$ cat src/umc_regs.vh
// register map, field positions and timing counts of the mode-change serial port
`ifndef UMC_REGS_VH
`define UMC_REGS_VH

`define UMC_ADDR_W 8
`define UMC_OFF_DATA 8'h00
`define UMC_OFF_FIFOCTL 8'h04
`define UMC_OFF_MODE 8'h08
`define UMC_OFF_DIV 8'h0C
`define UMC_OFF_STATUS 8'h10
`define UMC_OFF_INTSTAT 8'h14
`define UMC_OFF_INTMASK 8'h18
`define UMC_OFF_RESUME 8'h1C

`define UMC_MODE_W 3
`define UMC_MODE_UART 3'h0
`define UMC_MODE_IRDA 3'h1
`define UMC_MODE_OFF 3'h7
`define UMC_MODE_RST 3'h7

`define UMC_FCR_RXCLR 0
`define UMC_FCR_TXCLR 1

`define UMC_DIV_W 16
`define UMC_DIV_RST 16'h0001

`define UMC_INT_W 5
`define UMC_INT_RX 0
`define UMC_INT_TXDONE 1
`define UMC_INT_HALT 2
`define UMC_INT_OVR 3
`define UMC_INT_FRAME 4
`define UMC_INT_RST 5'h00

`define UMC_ST_TXCNT 0
`define UMC_ST_RXCNT 8
`define UMC_ST_HALT 16
`define UMC_ST_SETTLE 17
`define UMC_ST_TXBUSY 18
`define UMC_ST_RXBUSY 19

`define UMC_FIFO_DEPTH 16
`define UMC_FIFO_AW 4
`define UMC_FIFO_CW 5
`define UMC_DATA_W 8

// settle wait after a mode write: 5 interconnect + 5 functional cycles, one clock here
`define UMC_SETTLE_IC 4'h5
`define UMC_SETTLE_FN 4'h5
`define UMC_SUB_LAST 4'hF
`define UMC_SUB_HALF 4'h7
`define UMC_IR_PULSE 4'h3
`define UMC_IR_STRETCH 5'h10
`define UMC_BIT_LAST 3'h7

`endif

$ cat src/umc_fifo.v
// small byte fifo with a synchronous clear of its pointers and occupancy count
`timescale 1ns/1ps
`include "umc_regs.vh"

module umc_fifo (
	input wire pclk, // clock
	input wire presetn, // async reset, active low
	input wire clr, // clear pointers and count
	input wire push, // write one byte
	input wire [`UMC_DATA_W-1:0] wdata, // byte to write
	input wire pop, // drop head byte
	output wire [`UMC_DATA_W-1:0] rdata, // head byte
	output wire [`UMC_FIFO_CW-1:0] count, // bytes held
	output wire full, // no room
	output wire empty // nothing held
);

	reg [`UMC_DATA_W-1:0] mem [0:`UMC_FIFO_DEPTH-1];
	reg [`UMC_FIFO_AW-1:0] wp_q;
	reg [`UMC_FIFO_AW-1:0] rp_q;
	reg [`UMC_FIFO_CW-1:0] cnt_q;
	wire do_push;
	wire do_pop;

	assign full = (cnt_q == `UMC_FIFO_DEPTH);
	assign empty = (cnt_q == {`UMC_FIFO_CW{1'b0}});
	assign do_push = push & ~full;
	assign do_pop = pop & ~empty;
	assign rdata = mem[rp_q];
	assign count = cnt_q;

	// storage array, written only when room remains
	always @(posedge pclk)
	begin
		if (do_push)
			mem[wp_q] <= wdata;
	end

	// pointers and occupancy; a clear empties the fifo outright
	always @(posedge pclk or negedge presetn)
	begin
		if (!presetn)
		begin
			wp_q <= {`UMC_FIFO_AW{1'b0}};
			rp_q <= {`UMC_FIFO_AW{1'b0}};
			cnt_q <= {`UMC_FIFO_CW{1'b0}};
		end
		else if (clr)
		begin
			wp_q <= {`UMC_FIFO_AW{1'b0}};
			rp_q <= {`UMC_FIFO_AW{1'b0}};
			cnt_q <= {`UMC_FIFO_CW{1'b0}};
		end
		else
		begin
			if (do_push)
				wp_q <= wp_q + 1'b1;
			if (do_pop)
				rp_q <= rp_q + 1'b1;
			if (do_push & ~do_pop)
				cnt_q <= cnt_q + 1'b1;
			else if (do_pop & ~do_push)
				cnt_q <= cnt_q - 1'b1;
		end
	end

endmodule

$ cat src/umc_uart.v
// serial port with plain and infrared modes, apb registers and mode-change guard
//
// Our own choices: the register offsets and the APB slave port.
`timescale 1ns/1ps
`include "umc_regs.vh"

module umc_uart (
	input wire pclk, // clock, 100 MHz
	input wire presetn, // async reset, active low
	input wire [`UMC_ADDR_W-1:0] paddr, // apb byte address
	input wire psel, // apb select
	input wire penable, // apb access phase
	input wire pwrite, // apb write
	input wire [31:0] pwdata, // apb write data
	output reg [31:0] prdata, // apb read data
	output reg pready, // apb ready
	output reg pslverr, // apb error, unmapped address
	input wire rxd, // serial or infrared receive pin
	output reg txd, // serial or infrared transmit pin
	output reg irq // level interrupt
);

	localparam TX_IDLE = 2'b00;
	localparam TX_START = 2'b01;
	localparam TX_DATA = 2'b10;
	localparam TX_STOP = 2'b11;
	localparam RX_IDLE = 2'b00;
	localparam RX_START = 2'b01;
	localparam RX_DATA = 2'b10;
	localparam RX_STOP = 2'b11;
	// address compare, used for every register
	function hit;
		input [`UMC_ADDR_W-1:0] a;
		input [`UMC_ADDR_W-1:0] off;
		begin
			hit = (a == off);
		end
	endfunction
	reg [`UMC_MODE_W-1:0] mode_q;
	reg [`UMC_DIV_W-1:0] div_q, div_cnt_q;
	reg [`UMC_INT_W-1:0] is_q, im_q, ev_c, is_d;
	reg [3:0] settle_q, tx_sub_q, rx_sub_q;
	reg rx_s1_q, rx_s2_q, rx_s3_q, rx_flt_q;
	reg [4:0] ir_str_q;
	reg [1:0] tx_st_q, rx_st_q;
	reg [2:0] tx_bit_q, rx_bit_q;
	reg [`UMC_DATA_W-1:0] tx_sh_q, rx_sh_q;
	reg [31:0] rdata_c;
	reg halt_q, txd_d, line_bit;
	wire [`UMC_DATA_W-1:0] txf_data, rxf_data;
	wire [`UMC_FIFO_CW-1:0] txf_cnt, rxf_cnt;
	wire txf_full, txf_empty, rxf_full, rxf_empty;
	wire acc_first = psel & penable & ~pready;
	wire acc_done = psel & penable & pready;
	wire wr = acc_done & pwrite & ~pslverr;
	wire rd = acc_done & ~pwrite & ~pslverr;
	wire mapped = hit(paddr, `UMC_OFF_DATA) | hit(paddr, `UMC_OFF_FIFOCTL) |
		hit(paddr, `UMC_OFF_MODE) | hit(paddr, `UMC_OFF_DIV) |
		hit(paddr, `UMC_OFF_STATUS) | hit(paddr, `UMC_OFF_INTSTAT) |
		hit(paddr, `UMC_OFF_INTMASK) | hit(paddr, `UMC_OFF_RESUME);
	wire mode_acc = acc_done & ~pslverr & hit(paddr, `UMC_OFF_MODE);
	wire mode_wr = mode_acc & pwrite;
	wire mode_ir = (mode_q == `UMC_MODE_IRDA);
	wire mode_on = (mode_q == `UMC_MODE_UART) | mode_ir;
	wire new_ir = mode_wr & (pwdata[`UMC_MODE_W-1:0] == `UMC_MODE_IRDA);
	wire settling = (settle_q != 4'h0);
	wire run = mode_on & ~settling;
	wire halt_set = mode_acc & (mode_ir | new_ir);
	wire abort = (mode_acc & ~mode_ir & ~new_ir) | ~run;
	wire resume_rd = rd & hit(paddr, `UMC_OFF_RESUME);
	wire tick = run & ((div_cnt_q + 1'b1) >= div_q); // divisor 0 acts as 1
	wire rx_line = mode_ir ? (ir_str_q == 5'h00) : rx_flt_q;
	wire txf_push = wr & hit(paddr, `UMC_OFF_DATA);
	wire txf_clr = wr & hit(paddr, `UMC_OFF_FIFOCTL) & pwdata[`UMC_FCR_TXCLR];
	wire rxf_clr = wr & hit(paddr, `UMC_OFF_FIFOCTL) & pwdata[`UMC_FCR_RXCLR];
	wire rxf_pop = rd & hit(paddr, `UMC_OFF_DATA);
	wire tx_go = (tx_st_q == TX_IDLE) & tick & ~halt_q & ~abort & ~txf_empty;
	wire rx_end = (rx_st_q == RX_STOP) & tick & (rx_sub_q == `UMC_SUB_LAST) & ~abort;
	wire rxf_push = rx_end & rx_line & ~rxf_full;

	// transmit fifo, filled by data writes, drained by the transmitter
	umc_fifo u_txf (
		.pclk(pclk), .presetn(presetn), .clr(txf_clr), .push(txf_push),
		.wdata(pwdata[`UMC_DATA_W-1:0]), .pop(tx_go), .rdata(txf_data),
		.count(txf_cnt), .full(txf_full), .empty(txf_empty)
	);
	// receive fifo, filled by the receiver, drained by data reads
	umc_fifo u_rxf (
		.pclk(pclk), .presetn(presetn), .clr(rxf_clr), .push(rxf_push),
		.wdata(rx_sh_q), .pop(rxf_pop), .rdata(rxf_data),
		.count(rxf_cnt), .full(rxf_full), .empty(rxf_empty)
	);

	// read data mux
	always @*
	begin
		rdata_c = 32'h0000_0000;
		if (hit(paddr, `UMC_OFF_DATA))
			rdata_c[`UMC_DATA_W-1:0] = rxf_empty ? 8'h00 : rxf_data;
		else if (hit(paddr, `UMC_OFF_MODE))
			rdata_c[`UMC_MODE_W-1:0] = mode_q;
		else if (hit(paddr, `UMC_OFF_DIV))
			rdata_c[`UMC_DIV_W-1:0] = div_q;
		else if (hit(paddr, `UMC_OFF_STATUS))
		begin
			rdata_c[`UMC_ST_TXCNT+`UMC_FIFO_CW-1:`UMC_ST_TXCNT] = txf_cnt;
			rdata_c[`UMC_ST_RXCNT+`UMC_FIFO_CW-1:`UMC_ST_RXCNT] = rxf_cnt;
			rdata_c[`UMC_ST_HALT] = halt_q;
			rdata_c[`UMC_ST_SETTLE] = settling;
			rdata_c[`UMC_ST_TXBUSY] = (tx_st_q != TX_IDLE);
			rdata_c[`UMC_ST_RXBUSY] = (rx_st_q != RX_IDLE);
		end
		else if (hit(paddr, `UMC_OFF_INTSTAT))
			rdata_c[`UMC_INT_W-1:0] = is_q;
		else if (hit(paddr, `UMC_OFF_INTMASK))
			rdata_c[`UMC_INT_W-1:0] = im_q;
	end

	// apb slave: one wait state so read data and ready come from flops
	always @(posedge pclk or negedge presetn)
	begin
		if (!presetn)
		begin
			pready <= 1'b0;
			pslverr <= 1'b0;
			prdata <= 32'h0000_0000;
		end
		else
		begin
			pready <= acc_first;
			pslverr <= acc_first & ~mapped;
			if (acc_first)
				prdata <= mapped ? rdata_c : 32'h0000_0000;
		end
	end
	// interrupt events; a read clears only the bits it returned, new events win
	always @*
	begin
		ev_c = {`UMC_INT_W{1'b0}};
		ev_c[`UMC_INT_RX] = rxf_push;
		ev_c[`UMC_INT_TXDONE] = (tx_st_q == TX_STOP) & tick & (tx_sub_q == `UMC_SUB_LAST);
		ev_c[`UMC_INT_HALT] = halt_set;
		ev_c[`UMC_INT_OVR] = rx_end & rx_line & rxf_full;
		ev_c[`UMC_INT_FRAME] = rx_end & ~rx_line;
		is_d = is_q;
		if (rd & hit(paddr, `UMC_OFF_INTSTAT))
			is_d = is_q & ~prdata[`UMC_INT_W-1:0];
		is_d = is_d | ev_c;
	end
	// software registers, halt flag and settle counter
	always @(posedge pclk or negedge presetn)
	begin
		if (!presetn)
		begin
			mode_q <= `UMC_MODE_RST;
			div_q <= `UMC_DIV_RST;
			is_q <= `UMC_INT_RST;
			im_q <= `UMC_INT_RST;
			halt_q <= 1'b0;
			settle_q <= 4'h0;
			irq <= 1'b0;
		end
		else
		begin
			is_q <= is_d;
			irq <= |(is_d & im_q);
			if (mode_wr)
				mode_q <= pwdata[`UMC_MODE_W-1:0];
			if (wr & hit(paddr, `UMC_OFF_DIV))
				div_q <= pwdata[`UMC_DIV_W-1:0];
			if (wr & hit(paddr, `UMC_OFF_INTMASK))
				im_q <= pwdata[`UMC_INT_W-1:0];
			// mode access in infrared mode, or a write selecting it, freezes transmit until resume read
			if (halt_set)
				halt_q <= 1'b1;
			else if (resume_rd)
				halt_q <= 1'b0;
			// block holds its line logic idle while a new mode settles
			if (mode_wr)
				settle_q <= `UMC_SETTLE_IC + `UMC_SETTLE_FN;
			else if (settling)
				settle_q <= settle_q - 4'h1;
		end
	end
	// receive pin synchroniser and glitch filter, infrared pulse stretcher
	always @(posedge pclk or negedge presetn)
	begin
		if (!presetn)
		begin
			rx_s1_q <= 1'b1;
			rx_s2_q <= 1'b1;
			rx_s3_q <= 1'b1;
			rx_flt_q <= 1'b1;
			ir_str_q <= 5'h00;
		end
		else
		begin
			rx_s1_q <= rxd;
			rx_s2_q <= rx_s1_q;
			rx_s3_q <= rx_s2_q;
			if (rx_s2_q == rx_s3_q)
				rx_flt_q <= rx_s3_q;
			if (!run)
				ir_str_q <= 5'h00; // no stale pulse from the old mode's idle level
			else if (mode_ir & (rx_s2_q == rx_s3_q) & rx_s3_q)
				ir_str_q <= `UMC_IR_STRETCH;
			else if (tick & (ir_str_q != 5'h00))
				ir_str_q <= ir_str_q - 5'h01;
		end
	end
	// oversample divider, sixteen ticks per bit
	always @(posedge pclk or negedge presetn)
	begin
		if (!presetn)
			div_cnt_q <= {`UMC_DIV_W{1'b0}};
		else if (!run | tick)
			div_cnt_q <= {`UMC_DIV_W{1'b0}};
		else
			div_cnt_q <= div_cnt_q + 1'b1;
	end
	// transmitter frame sequencer
	always @(posedge pclk or negedge presetn)
	begin
		if (!presetn)
		begin
			tx_st_q <= TX_IDLE;
			tx_sub_q <= 4'h0;
			tx_bit_q <= 3'h0;
			tx_sh_q <= 8'h00;
		end
		else if (abort)
		begin
			tx_st_q <= TX_IDLE;
			tx_sub_q <= 4'h0;
		end
		else if (tx_go)
		begin
			tx_st_q <= TX_START;
			tx_sub_q <= 4'h0;
			tx_bit_q <= 3'h0;
			tx_sh_q <= txf_data;
		end
		else if (tick & (tx_st_q != TX_IDLE))
		begin
			tx_sub_q <= tx_sub_q + 4'h1;
			if (tx_sub_q == `UMC_SUB_LAST)
			begin
				case (tx_st_q)
				TX_START: tx_st_q <= TX_DATA;
				TX_DATA:
				begin
					tx_sh_q <= {1'b0, tx_sh_q[`UMC_DATA_W-1:1]};
					tx_bit_q <= tx_bit_q + 3'h1;
					if (tx_bit_q == `UMC_BIT_LAST)
						tx_st_q <= TX_STOP;
				end
				TX_STOP: tx_st_q <= TX_IDLE;
				default: tx_st_q <= TX_IDLE;
				endcase
			end
		end
	end
	// pin level: nrz in plain mode, 3/16 pulse per zero bit in infrared mode
	always @*
	begin
		case (tx_st_q)
		TX_START: line_bit = 1'b0;
		TX_DATA: line_bit = tx_sh_q[0];
		default: line_bit = 1'b1;
		endcase
		if (mode_ir)
			txd_d = ~line_bit & (tx_sub_q < `UMC_IR_PULSE);
		else
			txd_d = line_bit;
	end
	// pin register, so the pin level never glitches
	always @(posedge pclk or negedge presetn)
	begin
		if (!presetn)
			txd <= 1'b1;
		else
			txd <= txd_d;
	end
	// receiver frame sequencer, samples mid-bit
	always @(posedge pclk or negedge presetn)
	begin
		if (!presetn)
		begin
			rx_st_q <= RX_IDLE;
			rx_sub_q <= 4'h0;
			rx_bit_q <= 3'h0;
			rx_sh_q <= 8'h00;
		end
		else if (abort)
		begin
			rx_st_q <= RX_IDLE;
			rx_sub_q <= 4'h0;
		end
		else if (tick)
		begin
			rx_sub_q <= rx_sub_q + 4'h1;
			case (rx_st_q)
			RX_IDLE:
			begin
				rx_sub_q <= 4'h0;
				if (!rx_line)
					rx_st_q <= RX_START;
			end
			RX_START:
				if (rx_sub_q == `UMC_SUB_HALF)
				begin
					rx_sub_q <= 4'h0;
					rx_bit_q <= 3'h0;
					rx_st_q <= rx_line ? RX_IDLE : RX_DATA;
				end
			RX_DATA:
				if (rx_sub_q == `UMC_SUB_LAST)
				begin
					rx_sh_q <= {rx_line, rx_sh_q[`UMC_DATA_W-1:1]};
					rx_bit_q <= rx_bit_q + 3'h1;
					if (rx_bit_q == `UMC_BIT_LAST)
						rx_st_q <= RX_STOP;
				end
			RX_STOP:
				if (rx_sub_q == `UMC_SUB_LAST)
					rx_st_q <= RX_IDLE;
			default: rx_st_q <= RX_IDLE;
			endcase
		end
	end

endmodule
$ cat config.mk
export PLATFORM = sky130hd
export DESIGN_NAME = umc_uart
export DESIGN_NICKNAME = d
export VERILOG_FILES = /design/src/umc_fifo.v /design/src/umc_uart.v
export VERILOG_INCLUDE_DIRS = /design/src
export SDC_FILE = /design/constraint.sdc
export NUM_CORES = 1
export LEC_CHECK = 0
export BUFFER_PORTS_ARGS = -buffer_cell sky130_fd_sc_hd__buf_2
export CAP_MARGIN = 20
export CORE_MARGIN = 2
export CORE_UTILIZATION = 40
export CTS_CLUSTER_DIAMETER = 100
export DETAILED_ROUTE_END_ITERATION = 6
export HOLD_SLACK_MARGIN = 0.03
export PLACE_DENSITY_LB_ADDON = 0.15
export SLEW_MARGIN = 20
export SYNTH_ARGS = -nofsm -noshare
export SYNTH_HDL_FRONTEND = slang
export SYNTH_SLANG_ARGS = --single-unit
$ cat constraint.sdc
create_clock -name pclk -period 9.65 [get_ports pclk]
set_input_delay 0.965 -clock pclk [delete_from_list [all_inputs] [get_ports pclk]]
set_output_delay 0.965 -clock pclk [all_outputs]
set_load 0.02 [all_outputs]
# Word level (Yosys, flattened, before mapping)
# Memories as Yosys holds them, arrays and structs flattened.
# Index checks and enable logic that the tools add are counted.
dict set report word_totals {
  mem_bits_ro 0
  out_inout_bits 36
  n_memories 2
  ramBits 256
  input_bits 46
  reg_bits 155
  latchBits 0
  wordCells 281
}
dict set report op_classes {
  mul 0
  n_div 0
  n_reduce_logical 33
  magnitude_cmp 2
  n_mux 79
  shift 0
  bitwise_logic 87
  addsub 15
  eq_ne 32
}
# name depth width read_ports rd_ports_with_merged_regs write_ports line_no
set memory_table {}
lappend memory_table {u_rxf.mem 16 8 1 0 1 umc_fifo.v:18} ;# reg [`UMC_DATA_W-1:0] mem [0:`UMC_FIFO_DEPTH-1];
lappend memory_table {u_txf.mem 16 8 1 0 1 umc_fifo.v:18}
# operator n
set ops {}
lappend ops {{5-bit 2-to-1 mux} 16}
lappend ops {{4-bit 2-to-1 mux} 18}
lappend ops {{1-bit bitwise AND} 52}
lappend ops {{8-bit 2-to-1 mux} 6}
lappend ops {{8-bit by 5-bit equality test with 1-bit output (second input constant)} 4}
lappend ops {{3-bit 2-to-1 mux} 9}
lappend ops {{2-bit 2-to-1 mux} 13}
lappend ops {{2-bit nonzero test} 13}
lappend ops {{4-bit by 1-bit adder with 4-bit output (second input constant)} 6}
lappend ops {{20-bit 2-to-1 mux} 1}
lappend ops {{1-bit NOT} 20}
lappend ops {{17-bit 2-to-1 mux} 1}
lappend ops {{16-bit by 1-bit adder with 16-bit output (second input constant)} 1}
lappend ops {{8-bit by 4-bit equality test with 1-bit output (second input constant)} 2}
lappend ops {{16-bit >= comparator} 1}
lappend ops {{16-bit 2-to-1 mux} 1}
lappend ops {{5-bit logical NOT} 3}
lappend ops {{5-bit by 1-bit subtractor with 5-bit output (second input constant)} 3}
lappend ops {{12-bit 2-to-1 mux} 1}
lappend ops {{3-bit != test (second input constant)} 4}
lappend ops {{3-bit nonzero test} 4}
lappend ops {{1-bit bitwise OR} 11}
lappend ops {{5-bit by 1-bit adder with 5-bit output (second input constant)} 2}
lappend ops {{5-bit bitwise AND} 2}
lappend ops {{35 further kinds} 54}

# Logic depth before layout (Yosys ltp)
# Gate-level depths: netlist of run 1.
dict set report depth {
  ltp_word 19
  mapped_depth 19
  mapped_depth_nobuf 17
}

# Hierarchy
# Synthesis of run 1 repeated with hierarchy kept, for this count alone.
dict set report hier_totals {
  cells_unflattened 1300
  hier_area_um2 18126.1
}
# mod cells_per_inst n_inst area_each_um2 seq_area_each_um2
set modules_own_cells {}
lappend modules_own_cells {umc_fifo 338 2 5801.8 4169.0}
lappend modules_own_cells {umc_uart 624 1 6522.5 2939.1}

# Worst setup path before layout of run 1
# OpenSTA, ideal clock, no wires.
dict set report synth_timing {
  kind {reg2reg}
  startpoint {reg div_cnt_q[2]}
  endpoint {reg u_txf.cnt_q[4] (netlist: u_txf.count[4])}
  synth_period_minus_slack_ps 4142
  path_slack_ps 5508
  t_arrival_ps 4062
  required_time_ps 9571
  setup_ps 79
  n_path_buf 2
  stages_incl_launch_ff 19
  path_cell_list {dfrtp_1 and4_1 nand4_1 nor4_1 xor2_1 ha_1 nand4_1 a211oi_1 a32oi_1 and2_1 buf_2 clkbuf_1 o21ai_0 fa_1 a21o_1 a21oi_1 nor2_1 mux2i_1 mux2i_1}
}
dict set report synth_via {
  elab_chain_cells 12
  elab_cells_between_ends 14
  classes_between {add/sub (1); order compare (1); mux (2); bitwise (9); reduce/logical (1)}
}
# item line_no
set synth_lines {}
lappend synth_lines {{start, declared} umc_uart.v:40} ;# reg [`UMC_DIV_W-1:0] div_q, div_cnt_q;
lappend synth_lines {{start signal, assigned} umc_uart.v:215} ;# div_cnt_q <= {`UMC_DIV_W{1'b0}};
lappend synth_lines {{start signal, assigned} umc_uart.v:217} ;# div_cnt_q <= {`UMC_DIV_W{1'b0}};
lappend synth_lines {{start signal, assigned} umc_uart.v:219} ;# div_cnt_q <= div_cnt_q + 1'b1;
lappend synth_lines {{16-bit by 1-bit adder with 16-bit output (*)} umc_uart.v:71} ;# wire tick = run & ((div_cnt_q + 1'b1) >= div_q);
lappend synth_lines {{16-bit >= comparator (*)} umc_uart.v:71}
lappend synth_lines {{1-bit bitwise AND (*)} umc_uart.v:71}
lappend synth_lines {{1-bit bitwise AND (*) (4 in series)} umc_uart.v:77} ;# wire tx_go = (tx_st_q == TX_IDLE) & tick & ~halt_q & ~abort & ~txf_empty;
lappend synth_lines {{1-bit bitwise AND (*)} umc_fifo.v:28} ;# assign do_pop = pop & ~empty;
lappend synth_lines {{1-bit NOT} umc_fifo.v:60} ;# if (do_push & ~do_pop)
lappend synth_lines {{1-bit bitwise AND} umc_fifo.v:60}
lappend synth_lines {{5-bit 2-to-1 mux} umc_fifo.v:60}
lappend synth_lines {{5-bit 2-to-1 mux} umc_fifo.v:48} ;# else if (clr)
lappend synth_lines {{end signal, assigned} umc_fifo.v:52} ;# cnt_q <= {`UMC_FIFO_CW{1'b0}};
lappend synth_lines {{end signal, assigned} umc_fifo.v:61} ;# cnt_q <= cnt_q + 1'b1;
lappend synth_lines {{end signal, assigned} umc_fifo.v:63} ;# cnt_q <= cnt_q - 1'b1;
lappend synth_lines {{end, declared} umc_fifo.v:21} ;# reg [`UMC_FIFO_CW-1:0] cnt_q;
# Mark *: on every way between the ends. The rest lies on a longest branch, timed or not.
# A chain may end at the register's enable or synchronous reset.

# Worst setup path in the final report of run 1
# Same ends and word-level chain as after synthesis.

==> results.py, run 1 <==
metrics = {
    "hold_path": {
        "hold_start": "rx_s1_q$_DFF_PN1_",
        "min_path_type": "reg2reg",
        "hold_depth": 0,
        "hold_end": "rx_s2_q$_DFF_PN1_",
    },
    "cts": {
        "clk_pin_slew_ns": 0.06,
        "root_buffer": "clkbuf_16",
        "post-cts-setup-buffer-count": 0,
        "cts.sinks": 399,
        "cts_hold_buf": 0,
        "cts_tree": "yes",
        "clk_latency_ns": 0.55,
        "cts-htree-levels": 2,
        "clock_path_buffers": 3,
        "numCtsBuffers": 43,
        "ctsResizeCount": 0,
    },
    "routing": {
        "drc": 0,
        "drtAntennaViolNets": 0,
        "wl_met2_mm": 20.3,
        "routedWlPerCell_um": 22.2,
        "wirelength_mm": 42.5,
        "met1Wirelength_mm": 19.4,
        "top_layer_used": "met4",
        "wl_met3_mm": 2.01,
        "vias": 10500,
        "drt_iter0_markers": 763,
        "vias_per_cell": 5.46,
        "drt_pass1_iterations": 5,
    },
    "synth": {
        "synth.area.top_cells": "edfxtp_1 (43%), dfrtp_1 (19%), mux4_2 (7.9%), ha_1 (3.3%), mux2i_1 (2.2%)",
        "yosys-top-cells-count": "edfxtp_1 (256), dfrtp_1 (134), nand2_1 (86)",
        "yosysTopAreaCell": "edfxtp_1",
        "synthAdderAreaFrac_pct": 3.57,
        "async_reset_ff_share_pct": 35.8,
        "synth_top_family_by_area": "multiplexers",
        "synth_edf_count": 256,
        "synth_ff_type": "edfxtp_1",
        "postSynthCellCount": 1233,
        "synth.ff_latch_count": 399,
        "synthDistinctLibCells": 78,
        "synthMuxAreaShare_pct": 11.9,
        "yosysMostFrequentCell": "edfxtp_1",
        "synth-xor-area-share_pct": 1.71,
        "yosys.area_share.simple_pct": 9.47,
        "netlist_area_mm2": 0.0179,
        "seq_area_frac_synth_pct": 63.1,
        "synth_compound_area_share_pct": 7.25,
        "syn_avg_cell_area_um2": 14.5,
        "synth_top_area_share_pct": 43.0,
        "yosys_warnings": 0,
    },
    "timing": {
        "period_minus_slack_ns": 4.50,
        "tns_ns": 0,
        "setup_viol": 0,
        "maxClockFrequency_mhz": 222,
        "finalHoldViolations": 0,
        "skew_ns": 0.0167,
        "max_slew_margin_pct": 32.0,
        "slew_violations": 0,
        "tightest_slew_ns": 1.02,
        "fin_crit_sh_pct": 46.6,
        "rsz0062_at_grt": "no",
    },
    "pwr": {
        "vdd_drop_max_v": 0.000135,
        "leakage_nw": 7.91,
        "power_density_mw_per_mm2": 202,
    },
    "floorplan": {
        "die_w_um": 215,
        "die_area_mm2": 0.0464,
        "rows": 77,
        "ios": 82,
        "initial_core_util_pct": 40.5,
        "core_mm2": 0.0441,
        "fp.dieH_um": 215,
    },
    "finish": {
        "drive_gt1_share_pct": 19.3,
        "design_area_mm2": 0.0201,
        "area_delta_synth_final_pct": 12.2,
        "nNetsFinal": 1386,
        "antenna_cells": 0,
    },
    "setup_path": {
        "crit_path_cell_trace": "and4_1 > nand4_1 > nor4_1 > xor2_1 > ha_1 > nand4_1 > a211oi_1 > a32oi_1 > buf_4 > and2_1 > o21ai_0 > ha_1 > a21o_1 > a21oi_1 > nor2_1 > mux2i_1 > mux2i_1",
        "required_ns": 10.13,
        "worst_path_max_delay_cell": "o21ai_0",
        "critPathMaxStageDelay_ns": 0.48,
        "path_max_fanout": 12,
        "r2r_setup_slack_ns": 5.15,
        "r2r-end": "u_txf.count[4]$_DFFE_PN0P_",
        "worst-setup-path-type": "reg2reg",
        "cp.arrival_ns": 4.98,
        "critPathLaunchType": "flop",
        "critPathLaunch": "div_cnt_q[2]$_DFF_PN0_",
        "reg2regPathDepth": 17,
        "timing.rr.start": "div_cnt_q[2]$_DFF_PN0_",
        "endpoint_kind": "flop",
    },
    "placement": {
        "dpl_cell_area_mm2": 0.0187,
        "hpwl_mm": 28.0,
        "gp_congestion": 0.874,
        "portBuffers": 53,
    },
    "global_routing": {
        "grt_pass1_vias": 10400,
        "grt_usage_pct": 18.4,
        "overflow": 0,
        "grt_max_degree": 81,
        "grt_pass1_wl_mm": 65.1,
        "antenna_found_initial": 0,
    },
    "run": {
        "drv_cap": 0,
    },
    "status": {
        "status": "finished, final reports clean",
    },
}
how the worst max path moves through the flow:
stage	slack (ns)	depth (start not counted)	endpoint
after floorplan	5.51	18	u_txf.count[4]$_DFFE_PN0P_
after global placement	5.22	13	u_rxf.mem[15][3]$_DFFE_PP_
after detailed placement	5.15	17	u_txf.count[4]$_DFFE_PN0P_
after CTS	5.15	13	rx_sh_q[0]$_DFFE_PN0P_
after global routing	4.74	17	u_rxf.count[4]$_DFFE_PN0P_
final	5.15	17	u_txf.count[4]$_DFFE_PN0P_
critical path: cells and delay by family, from the launching register on:
kind | cells | cell delay (ns)
AND/OR/NAND/NOR | 6 | 1.39
adder cells (fa/ha/maj) | 2 | 0.70
multiplexers | 2 | 0.34
XOR/XNOR | 1 | 0.14
flip-flops | 1 | 0.42
buffers and inverters | 1 | 0.22
AO/OA/AOI/OAI | 5 | 1.21
area by class of cell:
| cell class | instances | area [um^2] |
|---|---|---|
| Fill cell | 4019 | 24100 |
| Clock buffer | 54 | 1150 |
| Clock inverter | 24 | 184 |
| Timing Repair Buffer | 68 | 384 |
| Sequential cell | 399 | 11300 |
| Multi-Input combinational cell | 724 | 6120 |
| Inverter | 55 | 206 |
| Tap cell | 592 | 741 |
routing by layer:
metal | vias up | track usage (%)
met5 | - | 0
met4 | 0 | 4.57
met3 | 58 | 3.04
met2 | 236 | 29.3
met1 | 5369 | 26.4
li1 | 4805 | -
where the power goes:
group          internal (mW)  switching [mW]
sequential              1.86          0.0668
clock                  0.899           0.673
combinational          0.243           0.320
kinds of logic after synthesis:
| kind of cell | after synthesis |
|---|---|
| AOI/OAI and AO/OA | 188 |
| and+or+nand+nor | 309 |
| adders and majority gates | 50 |
| buffers and inverters | 121 |
| other | 1 |
| DFF | 399 |
| xor gates and xnor gates | 34 |
| muxes | 131 |
stage by stage:
step,util (%),total power [mW],worst slack (ns),hold slack [ns],instances
2_1_floorplan,-,2.36,5.51,0.345,1244
3_3_place_gp,42.4,2.53,5.22,0.345,1838
3_5_place_dp,42.4,2.54,5.15,0.353,1838
4_1_cts,45.5,4.11,5.15,0.362,1916
5_1_grt,45.5,4.24,4.74,0.365,1916
6_report,45.5,4.06,5.15,0.359,1916
flip-flops by register name (all words and copies together) (netlist names), 8 cells and up:
signal     count
rx_sh_q        8
div_q         16
tx_sh_q        8
u_txf.mem    128
u_rxf.mem    128
prdata        20
div_cnt_q     16
cell usage in the layout (no fill, tap or decap), types with 22 or more instances in the layout:
cell type and instances:
o21ai_0 39, dfrtp_1 132, buf_2 52, clkbuf_16 44
a21oi_1 38, nand2_1 86, nor2_1 56, mux2i_1 39
edfxtp_1 256, and3_1 22, nand3_1 26, inv_1 54
ha_1 47, mux4_2 63, mux2_2 25
(Power assumes the default switching activity.)
==> inputs of run 2 (changes only) <==
--- a/config.mk
+++ b/config.mk
@@ -6,6 +6,7 @@
 export SDC_FILE = /design/constraint.sdc
 export NUM_CORES = 1
 export LEC_CHECK = 0
+export ABC_AREA = 1
 export BUFFER_PORTS_ARGS = -buffer_cell sky130_fd_sc_hd__buf_2
 export CAP_MARGIN = 20
 export CORE_MARGIN = 2
==> constraint.sdc (replaced) <==
create_clock -name pclk -period 3.6 [get_ports pclk]
set_input_delay 0.36 -clock pclk [delete_from_list [all_inputs] [get_ports pclk]]
set_output_delay 0.36 -clock pclk [all_outputs]
set_load 0.02 [all_outputs]
==> run 2 against run 1 <==
  * The flow now finishes with violations (setup timing)
  * Worst setup slack got worse by 5.7 ns
  * Cell count increased by 31%
  * Die area increased by 0.28%
  * Critical path type unchanged
  * Critical endpoint is now u_rxf.count[4]$_DFFE_PN0P_
==> results.py, run 2 <==
metrics = {
    "cts": {
        "cts.sinks": 399,
        "clock_path_buffers": 3,
        "root_buffer": "clkbuf_16",
        "numCtsBuffers": 44,
        "cts_tree": "yes",
        "clk_latency_ns": 0.58,
        "clk_pin_slew_ns": 0.06,
        "cts-htree-levels": 2,
    },
    "pwr": {
        "finalPower_mw": 10.0,
        "power_density_mw_per_mm2": 462,
        "leakage_nw": 8.59,
        "vdd_drop_max_v": 0.000417,
    },
    "synth": {
        "postSynthCellCount": 1720,
        "yosysTopAreaCell": "edfxtp_1",
        "yosys_warnings": 0,
        "yosysMostFrequentCell": "nand2_1",
        "async_reset_ff_share_pct": 35.8,
        "synth.area.top_cells": "edfxtp_1 (43%), dfrtp_1 (19%), nand2_1 (6.8%), o21ai_0 (4.9%), nor2_1 (4.6%)",
        "synthDistinctLibCells": 62,
        "synth_ff_type": "edfxtp_1",
        "synth.ff_latch_count": 399,
        "synth_top_area_share_pct": 42.9,
        "syn_avg_cell_area_um2": 10.4,
        "seq_area_frac_synth_pct": 62.9,
        "netlist_area_mm2": 0.0179,
        "synth_edf_count": 256,
        "yosys-top-cells-count": "nand2_1 (323), edfxtp_1 (256), nor2_1 (218)",
    },
    "timing": {
        "slew_violations": 0,
        "finalHoldViolations": 0,
        "setup_slack_ns": -0.597,
        "rsz0062_at_grt": "yes",
        "skew_ns": 0.0316,
        "fin_crit_sh_pct": 117,
        "maxClockFrequency_mhz": 238,
        "max_slew_margin_pct": 40.0,
        "holdWs_ns": 0.0567,
        "setup_viol": 188,
        "tightest_slew_ns": 0.900,
        "period_minus_slack_ns": 4.20,
    },
    "floorplan": {
        "die_w_um": 216,
        "rows": 77,
        "ios": 82,
        "core_mm2": 0.0442,
        "die_area_mm2": 0.0465,
        "fp.dieH_um": 216,
        "initial_core_util_pct": 40.5,
    },
    "routing": {
        "drtAntennaViolNets": 0,
        "wirelength_mm": 47.9,
        "drt_pass1_iterations": 5,
        "vias_per_cell": 5.16,
        "vias": 13000,
        "routedWlPerCell_um": 19.0,
        "drt_iter0_markers": 982,
        "drc": 0,
    },
    "global_routing": {
        "grt_use_met3_pct": 2.85,
        "met1_usage_pct": 29.4,
        "antenna_found_initial": 0,
        "grt_pass1_vias": 12900,
        "grt_usage_pct": 20.8,
        "use_met2_pct": 33.4,
        "grt_pass1_wl_mm": 74.9,
        "top_usage_layer": "met2",
        "overflow": 0,
        "grt_max_degree": 86,
    },
    "status": {
        "status": "finished with violations",
        "violations": "setup timing",
    },
    "setup_path": {
        "critPathLaunchType": "flop",
        "worst-path-stages": 32,
        "crit_family": "simple AND/OR/NAND/NOR gates",
        "endpoint_kind": "flop",
        "critPathMaxStageDelay_ns": 0.44,
        "required_ns": 4.04,
        "reg2regPathDepth": 32,
        "path_buf_inv": 7,
        "path_max_fanout": 6,
        "worst_path_max_delay_cell": "fa_2",
        "worst-setup-path-type": "reg2reg",
        "cp.arrival_ns": 4.64,
    },
    "finish": {
        "design_area_mm2": 0.0217,
        "antenna_cells": 0,
        "nNetsFinal": 1981,
        "multi_input_area_mm2": 0.00626,
        "drive_gt1_share_pct": 18.5,
        "nFillCells": 4119,
        "layout_common_cells": "nand2_1 (312), edfxtp_1 (256), nor2_1 (192), o21ai_0 (163), inv_1 (142)",
        "reg.largest.list": "u_rxf.mem (128), u_txf.mem (128), prdata (20)",
        "area_delta_synth_final_pct": 21.0,
        "seq_area_mm2": 0.0113,
        "final_common_cell": "nand2_1",
        "final_util_pct": 49.1,
    },
    "hold_path": {
        "hold_depth": 3,
        "min_path_type": "in2reg",
    },
    "run": {
        "drv_cap": 0,
    },
    "placement": {
        "dpl_cell_area_mm2": 0.0196,
        "portBuffers": 53,
        "gp_congestion": 0.870,
        "hpwl_mm": 32.1,
    },
}
run 2: layer usage:
layer,vias up,part of all wire [%]
li1,6264,-
met1,6328,46
met2,294,47
met3,76,4.5
met4,0,2.3
met5,-,0
run 2: layout make-up:
type	instances	share of cell area, %
flip-flops and latches	399	52.0
multi-input cells	1111	28.9
clock buffers	71	6.14
repair buffers	178	6.14
well taps	592	3.41
inverters	152	2.66
clock inverters	11	0.750
run 2: kinds of logic after synthesis:
| kind of cell | count (synthesis) | share of synthesized area [%] |
|---|---|---|
| AOI/OAI and AO/OA | 335 | 11.0 |
| xor gates and xnor gates | 20 | 0.977 |
| adders and majority gates | 50 | 3.56 |
| buffers and inverters | 221 | 4.98 |
| DFF | 399 | 62.9 |
| muxes | 5 | 0.279 |
| other | 1 | 0.0209 |
| and+or+nand+nor | 689 | 16.3 |
run 2: path summary, 6_finish.rpt:
kind	to	from	slack, ns
setup / recovery	u_rxf.count[4]$_DFFE_PN0P_	div_cnt_q[0]$_DFF_PN0_	-0.60
hold reg to reg	rx_s2_q$_DFF_PN1_	rx_s1_q$_DFF_PN1_	0.36
hold / removal	div_q[8]$_DFFE_PN0P_	pwdata[8]	0.06
min in group asynchronous	ir_str_q[0]$_DFFE_PN0P_	presetn	0.45
setup reg to reg	u_rxf.count[4]$_DFFE_PN0P_	div_cnt_q[0]$_DFF_PN0_	-0.60
max in group asynchronous	div_q[0]$_DFFE_PN1P_	presetn	2.32
run 2: worst min-delay path: cells and delay by family:
family	cells	cell delay, ns
buf+inv	1	0.08
compound gates	1	0.10
simple gates	1	0.04
run 2: report_power, final:
part / leakage, nW / switching (mW) / internal [mW]
Clock: 0.732 / 1.85 / 2.76
Sequential: 3.84 / 0.0326 / 4.90
Combinational: 4.02 / 0.318 / 0.163
Total: 8.59 / 2.20 / 7.83
run 2: timing repair:
| item | 4_1_cts | 5_1_grt |
|---|---|---|
| resized for setup | 68 | 21 |
| setup endpoints to repair | 175 | 205 |
| hold endpoints to repair | 82 | 0 |
| pin swaps | 29 | 27 |
| hold buffers | 2 | 0 |
| gates cloned | 0 | 0 |
| setup buffers | 20 | 11 |
run 2: per-stage QoR:
step | worst slack, ns | instances | setup TNS [ns]
3_5_place_dp | -0.607 | 2403 | -46.88
6_report | -0.597 | 2514 | -64.88
4_1_cts | -0.479 | 2505 | -53.88
5_1_grt | -0.954 | 2514 | -128.19
3_3_place_gp | -0.438 | 2403 | -28.36
2_1_floorplan | -0.288 | 1731 | -4.75
